$ cat src/design/dcei_pkg.sv
// Package: constants and carrier types for the dual comparator edge interrupt block
package dcei_pkg;

	// ------------------------------------------------------------
	// Sizes
	// ------------------------------------------------------------
	localparam int DCEI_NUM_CMP = 2;
	localparam int DCEI_ADDR_W  = 4;
	localparam int DCEI_DATA_W  = 8;
	localparam int DCEI_SEL_W   = 4;

	// ------------------------------------------------------------
	// Register offsets
	// ------------------------------------------------------------
	localparam logic [3:0] DCEI_OFF_CTRL [DCEI_NUM_CMP] = '{4'h0, 4'h2};
	localparam logic [3:0] DCEI_OFF_MODE [DCEI_NUM_CMP] = '{4'h1, 4'h3};
	localparam logic [3:0] DCEI_OFF_MUX  [DCEI_NUM_CMP] = '{4'h4, 4'h5};
	localparam logic [3:0] DCEI_OFF_IRQCTL              = 4'h6;
	localparam logic [3:0] DCEI_OFF_IRQSTAT             = 4'h7;

	// ------------------------------------------------------------
	// Field positions
	// ------------------------------------------------------------
	localparam int DCEI_CTRL_EN_BIT  = 7;
	localparam int DCEI_CTRL_OUT_BIT = 6;
	localparam int DCEI_CTRL_RIF_BIT = 5;
	localparam int DCEI_CTRL_FIF_BIT = 4;
	localparam int DCEI_CTRL_HYP_LSB = 2;
	localparam int DCEI_CTRL_HYN_LSB = 0;
	localparam int DCEI_MODE_RSV_BIT = 7;
	localparam int DCEI_MODE_RIE_BIT = 5;
	localparam int DCEI_MODE_FIE_BIT = 4;
	localparam int DCEI_MODE_MD_LSB  = 0;
	localparam int DCEI_MUX_POS_LSB  = 0;
	localparam int DCEI_MUX_NEG_LSB  = 4;
	localparam int DCEI_IRQ_GIE_BIT  = 7;

	// ------------------------------------------------------------
	// Reset values
	// ------------------------------------------------------------
	localparam logic [1:0] DCEI_MD_RST  = 2'h2;
	localparam logic [1:0] DCEI_HYS_RST = 2'h0;
	localparam logic [3:0] DCEI_SEL_RST = 4'h0;

	// ------------------------------------------------------------
	// Carrier types
	// ------------------------------------------------------------
	typedef struct packed {
		logic                  en;
		logic [1:0]            hyp;
		logic [1:0]            hyn;
		logic [1:0]            md;
		logic [DCEI_SEL_W-1:0] pos_sel;
		logic [DCEI_SEL_W-1:0] neg_sel;
	} dcei_cfg_t;

	typedef struct packed {
		logic rise;
		logic fall;
	} dcei_flags_t;

endpackage

$ cat src/design/dcei_top.sv
// Digital side of two comparators: sync, edge flags, interrupt and registers
`timescale 1ns/1ps
module dcei_top
	import dcei_pkg::*;
(
	// Clock and reset
	input  wire logic                                 CLK_SYS_IN,
	input  wire logic                                 ARST_N_IN,
	// Register port
	input  wire logic [DCEI_ADDR_W-1:0]               ADDR_IN,
	input  wire logic [DCEI_DATA_W-1:0]               WR_DATA_IN,
	input  wire logic                                 WR_IN,
	input  wire logic                                 RD_IN,
	output logic      [DCEI_DATA_W-1:0]               RD_DATA_OUT,
	// Analog comparator results
	input  wire logic [DCEI_NUM_CMP-1:0]              CMP_RAW_IN,
	// Analog configuration
	output dcei_cfg_t [DCEI_NUM_CMP-1:0]              CMP_CFG_OUT,
	// Comparator outputs
	output logic      [DCEI_NUM_CMP-1:0]              CMP_SYNC_OUT,
	output logic      [DCEI_NUM_CMP-1:0]              CMP_ASYNC_OUT,
	// Interrupt
	output logic                                      IRQ_OUT
);

	// ------------------------------------------------------------
	// Shared state
	// ------------------------------------------------------------
	logic [DCEI_DATA_W-1:0]   rd_data_r;
	logic [DCEI_DATA_W-1:0]   rd_data_nxt;
	logic                     gie_r;
	logic                     gie_nxt;
	logic [DCEI_NUM_CMP-1:0]  src_en_r;
	logic [DCEI_NUM_CMP-1:0]  src_en_nxt;
	logic                     irq_r;
	logic                     irq_nxt;
	logic [DCEI_NUM_CMP-1:0]  pend;
	logic [DCEI_DATA_W-1:0]   ctrl_rd [DCEI_NUM_CMP];
	logic [DCEI_DATA_W-1:0]   mode_rd [DCEI_NUM_CMP];
	logic [DCEI_DATA_W-1:0]   mux_rd  [DCEI_NUM_CMP];
	dcei_flags_t [DCEI_NUM_CMP-1:0] flags;
	logic                     wr_irqctl;
	logic                     wr_irqstat;

	assign wr_irqctl  = WR_IN && (ADDR_IN == DCEI_OFF_IRQCTL);
	assign wr_irqstat = WR_IN && (ADDR_IN == DCEI_OFF_IRQSTAT);

	// ------------------------------------------------------------
	// Per comparator logic
	// ------------------------------------------------------------
	genvar gi;
	generate
		for (gi = 0; gi < DCEI_NUM_CMP; gi++) begin : g_cmp
			dcei_cfg_t   cfg_r;
			dcei_cfg_t   cfg_nxt;
			logic        rie_r;
			logic        rie_nxt;
			logic        fie_r;
			logic        fie_nxt;
			logic        sync1_r;
			logic        sync2_r;
			logic        prev_r;
			dcei_flags_t flag_r;
			dcei_flags_t flag_nxt;
			logic        wr_ctrl;
			logic        wr_mode;
			logic        wr_mux;
			logic        rise_clr;
			logic        fall_clr;
			logic        rise_set;
			logic        fall_set;

			assign wr_ctrl = WR_IN && (ADDR_IN == DCEI_OFF_CTRL[gi]);
			assign wr_mode = WR_IN && (ADDR_IN == DCEI_OFF_MODE[gi]);
			assign wr_mux  = WR_IN && (ADDR_IN == DCEI_OFF_MUX[gi]);

			// Clear by writing zero to the control flag or one to the status bit
			assign rise_clr = (wr_ctrl && !WR_DATA_IN[DCEI_CTRL_RIF_BIT]) ||
			                  (wr_irqstat && WR_DATA_IN[2*gi]);
			assign fall_clr = (wr_ctrl && !WR_DATA_IN[DCEI_CTRL_FIF_BIT]) ||
			                  (wr_irqstat && WR_DATA_IN[2*gi+1]);
			assign rise_set = sync2_r && !prev_r;
			assign fall_set = !sync2_r && prev_r;

			always_comb begin
				cfg_nxt = cfg_r;
				rie_nxt = rie_r;
				fie_nxt = fie_r;
				if (wr_ctrl) begin
					cfg_nxt.en  = WR_DATA_IN[DCEI_CTRL_EN_BIT];
					cfg_nxt.hyp = WR_DATA_IN[DCEI_CTRL_HYP_LSB +: 2];
					cfg_nxt.hyn = WR_DATA_IN[DCEI_CTRL_HYN_LSB +: 2];
				end
				if (wr_mode) begin
					rie_nxt    = WR_DATA_IN[DCEI_MODE_RIE_BIT];
					fie_nxt    = WR_DATA_IN[DCEI_MODE_FIE_BIT];
					cfg_nxt.md = WR_DATA_IN[DCEI_MODE_MD_LSB +: 2];
				end
				if (wr_mux) begin
					cfg_nxt.pos_sel = WR_DATA_IN[DCEI_MUX_POS_LSB +: DCEI_SEL_W];
					cfg_nxt.neg_sel = WR_DATA_IN[DCEI_MUX_NEG_LSB +: DCEI_SEL_W];
				end
				// Set wins over a clear in the same cycle
				flag_nxt.rise = rise_set || (flag_r.rise && !rise_clr);
				flag_nxt.fall = fall_set || (flag_r.fall && !fall_clr);
			end

			always_ff @(posedge CLK_SYS_IN or negedge ARST_N_IN) begin
				if (!ARST_N_IN) begin
					cfg_r   <= '{en: 1'b0, hyp: DCEI_HYS_RST, hyn: DCEI_HYS_RST, md: DCEI_MD_RST,
					             pos_sel: DCEI_SEL_RST, neg_sel: DCEI_SEL_RST};
					rie_r   <= 1'b0;
					fie_r   <= 1'b0;
					sync1_r <= 1'b0;
					sync2_r <= 1'b0;
					prev_r  <= 1'b0;
					flag_r  <= '0;
				end else begin
					cfg_r   <= cfg_nxt;
					rie_r   <= rie_nxt;
					fie_r   <= fie_nxt;
					sync1_r <= CMP_RAW_IN[gi] && cfg_r.en;
					sync2_r <= sync1_r;
					prev_r  <= sync2_r;
					flag_r  <= flag_nxt;
				end
			end

			// Unclocked path stays valid with the clock stopped
			assign CMP_ASYNC_OUT[gi] = CMP_RAW_IN[gi] && cfg_r.en;
			assign CMP_SYNC_OUT[gi]  = sync2_r;
			assign CMP_CFG_OUT[gi]   = cfg_r;
			assign flags[gi]         = flag_r;

			assign pend[gi] = ((flag_r.rise && rie_r) || (flag_r.fall && fie_r)) && src_en_r[gi];

			always_comb begin
				ctrl_rd[gi] = '0;
				ctrl_rd[gi][DCEI_CTRL_EN_BIT]          = cfg_r.en;
				ctrl_rd[gi][DCEI_CTRL_OUT_BIT]         = sync2_r;
				ctrl_rd[gi][DCEI_CTRL_RIF_BIT]         = flag_r.rise;
				ctrl_rd[gi][DCEI_CTRL_FIF_BIT]         = flag_r.fall;
				ctrl_rd[gi][DCEI_CTRL_HYP_LSB +: 2]    = cfg_r.hyp;
				ctrl_rd[gi][DCEI_CTRL_HYN_LSB +: 2]    = cfg_r.hyn;
				mode_rd[gi] = '0;
				mode_rd[gi][DCEI_MODE_RSV_BIT]         = 1'b1;
				mode_rd[gi][DCEI_MODE_RIE_BIT]         = rie_r;
				mode_rd[gi][DCEI_MODE_FIE_BIT]         = fie_r;
				mode_rd[gi][DCEI_MODE_MD_LSB +: 2]     = cfg_r.md;
				mux_rd[gi] = '0;
				mux_rd[gi][DCEI_MUX_POS_LSB +: DCEI_SEL_W] = cfg_r.pos_sel;
				mux_rd[gi][DCEI_MUX_NEG_LSB +: DCEI_SEL_W] = cfg_r.neg_sel;
			end
		end
	endgenerate

	// ------------------------------------------------------------
	// Interrupt control and read port
	// ------------------------------------------------------------
	always_comb begin
		gie_nxt    = gie_r;
		src_en_nxt = src_en_r;
		if (wr_irqctl) begin
			gie_nxt    = WR_DATA_IN[DCEI_IRQ_GIE_BIT];
			src_en_nxt = WR_DATA_IN[DCEI_NUM_CMP-1:0];
		end
		irq_nxt = gie_r && (|pend);
		rd_data_nxt = '0;
		if (RD_IN) begin
			for (int i = 0; i < DCEI_NUM_CMP; i++) begin
				if (ADDR_IN == DCEI_OFF_CTRL[i]) begin
					rd_data_nxt = ctrl_rd[i];
				end
				if (ADDR_IN == DCEI_OFF_MODE[i]) begin
					rd_data_nxt = mode_rd[i];
				end
				if (ADDR_IN == DCEI_OFF_MUX[i]) begin
					rd_data_nxt = mux_rd[i];
				end
			end
			if (ADDR_IN == DCEI_OFF_IRQCTL) begin
				rd_data_nxt[DCEI_IRQ_GIE_BIT]    = gie_r;
				rd_data_nxt[DCEI_NUM_CMP-1:0]    = src_en_r;
			end
			if (ADDR_IN == DCEI_OFF_IRQSTAT) begin
				for (int i = 0; i < DCEI_NUM_CMP; i++) begin
					rd_data_nxt[2*i]   = flags[i].rise;
					rd_data_nxt[2*i+1] = flags[i].fall;
				end
			end
		end
	end

	always_ff @(posedge CLK_SYS_IN or negedge ARST_N_IN) begin
		if (!ARST_N_IN) begin
			gie_r     <= 1'b0;
			src_en_r  <= '0;
			irq_r     <= 1'b0;
			rd_data_r <= '0;
		end else begin
			gie_r     <= gie_nxt;
			src_en_r  <= src_en_nxt;
			irq_r     <= irq_nxt;
			rd_data_r <= rd_data_nxt;
		end
	end

	assign RD_DATA_OUT = rd_data_r;
	assign IRQ_OUT     = irq_r;

endmodule // dcei_top

$ cat config.mk
export PLATFORM = sky130hd
export DESIGN_NAME = dcei_top
export DESIGN_NICKNAME = d
export VERILOG_FILES = /design/src/design/dcei_pkg.sv /design/src/design/dcei_top.sv
export SDC_FILE = /design/constraint.sdc
export NUM_CORES = 1
export LEC_CHECK = 0
export BUFFER_PORTS_ARGS = -buffer_cell sky130_fd_sc_hd__buf_2
export CAP_MARGIN = 20
export CORE_ASPECT_RATIO = 1.2
export CORE_MARGIN = 2
export CORE_UTILIZATION = 42
export DETAILED_ROUTE_END_ITERATION = 8
export SLEW_MARGIN = 30
export SYNTH_ARGS = -nofsm -noshare
export SYNTH_HDL_FRONTEND = slang
export SYNTH_SLANG_ARGS = --single-unit
$ cat constraint.sdc
create_clock -name CLK_SYS_IN -period 2.3 [get_ports CLK_SYS_IN]
set_input_delay 0.115 -clock CLK_SYS_IN [delete_from_list [all_inputs] [get_ports CLK_SYS_IN]]
set_output_delay 0.115 -clock CLK_SYS_IN [all_outputs]
set_load 0.05 [all_outputs]
==> metrics.csv <==
metric,value,unit
hold_path.class,in2reg,
grt_pass1_vias,1905,
numPortBuffers,60,
std_cell_rows,31,
finalMaxSlewViolations,0,
setup_tns,0,ns
core,6130,um2
cts_tree,built,
hold_slack,0.0296,ns
synth-warning-count,0,
antenna_found_initial,0,
period_minus_slack,1.50,ns
ys.flop_type,dfrtp_1,
clock_sinks,56,
finClkSkew,0.00282,ns
grt_first_pass_wirelength,10300,um
synth_area_leader_cell,dfrtp_1,
chipHeight,91.6,um
drive_gt1_share,41.4,%
clkLatencyLatePin,0.31,ns
initial_utilization,43.8,%
die_area,7050,um2
hold_violations,0,
cp_max_fo,25,
clock_path_buffers,2,
slew_headroom,61.0,%
cts_root_buf,clkbuf_8,
syn2layout_area_growth,14.5,%
tightest_slew,0.584,ns
die_x,77.0,um
cp-start-kind,input port,
postSynthCellCount,230,
cts-htree-levels,2,
synthArstFlopShare,100,%
hpwlAfterDp,4750,um
postCtsSetupBuffers,0,
gp_congestion,0.817,
synthDominantCellAreaShare,50.3,%
ant_nets,0,
vdd.ir_drop.worst,0.540,mV
yosys_register_bits,56,
cap_violations,0,
numCtsBuffers,5,
min_path_cells,2,
worstPathRequired,2.50,ns
p_leak,1.43,nW
synth_area_per_cell,11.7,um2
drc,0,
cts.clk_slew.worst_paths,0.10,ns
synth_area,2690,um2
synth.yosys.seq_area_share,52.3,%
max_stage_delay,0.44,ns
wl,6390,um
synth_edf_count,0,
grt_max_degree,33,
path_class,in2reg,
syn_nets,248,
status,"complete, no violations",
io_pins,61,
cp_data_arrival_time,1.70,ns
wire_per_inst,17.8,um
vias_per_cell,5.33,
clock.fmax,0.668,GHz
rr_worst_depth,4,
overflow,0,
diodes,0,
track_usage,19.1,%
crit_chain,"buf_2, nor2b_1, nand2_1, nor2_4, mux2_2",
dr.pass1.iters,4,
synth_cell_type_count,36,
setup_viol,0,
cpMaxStageDelayCell,nor2b_1,
rsz0062_at_grt,false,
yosys-top-cells-area,"dfrtp_1, mux2_2, buf_4, o21ai_0, dfstp_2",
end_kind,flop,
fin_crit_sh,65.1,%
vias,1919,
power_density,987,nW/um2
nets,295,
drt_iter0_drc,91,
==> cells in the mapped netlist (3+ instances only) <==
cell type and instances:
a32oi_1 4, a21boi_0 3, o2bb2ai_1 5, mux2_2 39, o21ai_0 17, nand2b_1 4
nor3_1 3, buf_2 8, a2bb2oi_1 4, a22o_1 4, nor2_1 13, o22ai_1 3
nand2_1 13, buf_4 14, dfrtp_1 54, nor2b_1 6, o211ai_1 5, inv_1 4
==> worst paths after layout <==
path | startpoint | end | slack, ns
worst max-delay path | ADDR_IN[2] | CMP_CFG_OUT[21]$_DFFE_PN0P_ | 0.80
worst min-delay path | CMP_RAW_IN[0] | g_cmp[0].sync1_r$_DFF_PN0_ | 0.03
worst max register to register | ctrl_rd[12]$_DFF_PN0_ | RD_DATA_OUT[4]$_DFF_PN0_ | 0.99
worst min register to register | g_cmp[0].sync1_r$_DFF_PN0_ | g_cmp[0].sync2_r$_DFF_PN0_ | 0.36
max in group asynchronous | ARST_N_IN | CMP_CFG_OUT[24]$_DFFE_PN1P_ | 1.58
min in group asynchronous | ARST_N_IN | CMP_CFG_OUT[7]$_DFFE_PN0P_ | 0.33
==> critical path, delay by kind of cell <==
| family | cells | cell delay (ns) |
|---|---|---|
| AND/OR/NAND/NOR | 3 | 0.85 |
| buffers and inverters | 1 | 0.33 |
| multiplexers | 1 | 0.39 |
==> cells in the final DEF (no fill, tap or decap), drive strengths merged, types with 3 or more instances in the layout <==
cell type,count
o211ai,5
buf,62
clkbuf,5
nor3b,3
nand2b,4
a32oi,4
inv,4
o22ai,3
a2bb2oi,4
nor2b,6
o21ai,17
mux2,39
nor2,14
a22o,4
a21boi,3
o2bb2ai,5
nor3,3
nand2,14
dfrtp,54
==> flip-flops by register name, summed over array words and instances, names as in the netlist <==
signal         flops
g_cmp.sync1_r      2
IRQ_OUT            1
ctrl_rd            4
g_cmp.fie_r        2
g_cmp.prev_r       2
gie_r              1
RD_DATA_OUT        8
CMP_CFG_OUT       30
g_cmp.rie_r        2
src_en_r           2
g_cmp.sync2_r      2
==> area by class of cell <==
type | instances | area (um2)
flip-flops and latches | 56 | 1400
clock inverters | 3 | 42.5
clock buffers | 5 | 68.8
inverters | 4 | 15.0
repair buffers | 63 | 325
well taps | 82 | 103
fillers | 592 | 3050
multi-input cells | 147 | 1120
==> power by group <==
part	switching (mW)	internal, mW	total [mW]
Clock	0.317	0.322	0.639
Sequential	0.156	1.18	1.34
Combinational	0.750	0.305	1.06
Total	1.22	1.81	3.04
==> kinds of logic after synthesis <==
| family | count (synthesis) | synth area share (%) |
|---|---|---|
| buffers and inverters | 27 | 6.10 |
| AO/OA/AOI/OAI | 56 | 14.8 |
| multiplexers | 39 | 16.4 |
| flip-flops | 56 | 52.3 |
| AND/OR/NAND/NOR | 52 | 10.5 |
==> routing by layer <==
layer / track usage [%] / vias up / routed length [um]
met4: 6.40 / 0 / 129
met5: 0 / - / 0
li1: - / 918 / -
met3: 3.08 / 12 / 192
met2: 32.7 / 40 / 3190
met1: 24.5 / 949 / 2880
==> repair_timing <==
item | CTS | global route
resized for setup | 0 | 0
hold buffers | 1 | 0
hold endpoints to repair | 54 | 0
==> per-stage QoR <==
stage | instance area (um2) | util, % | power, mW | std cells | setup WS [ns]
3_5_place_dp | 2950 | 48.2 | 2.43 | 351 | 0.481
3_3_place_gp | 2950 | 48.2 | 2.41 | 351 | 0.567
5_1_grt | 3080 | 50.2 | 3.19 | 360 | 0.695
4_1_cts | 3080 | 50.2 | 3.07 | 360 | 0.818
2_1_floorplan | 2690 | - | 2.20 | 230 | 0.951
6_report | 3080 | 50.2 | 3.04 | 360 | 0.803
Power figures use the tool's default switching activity.
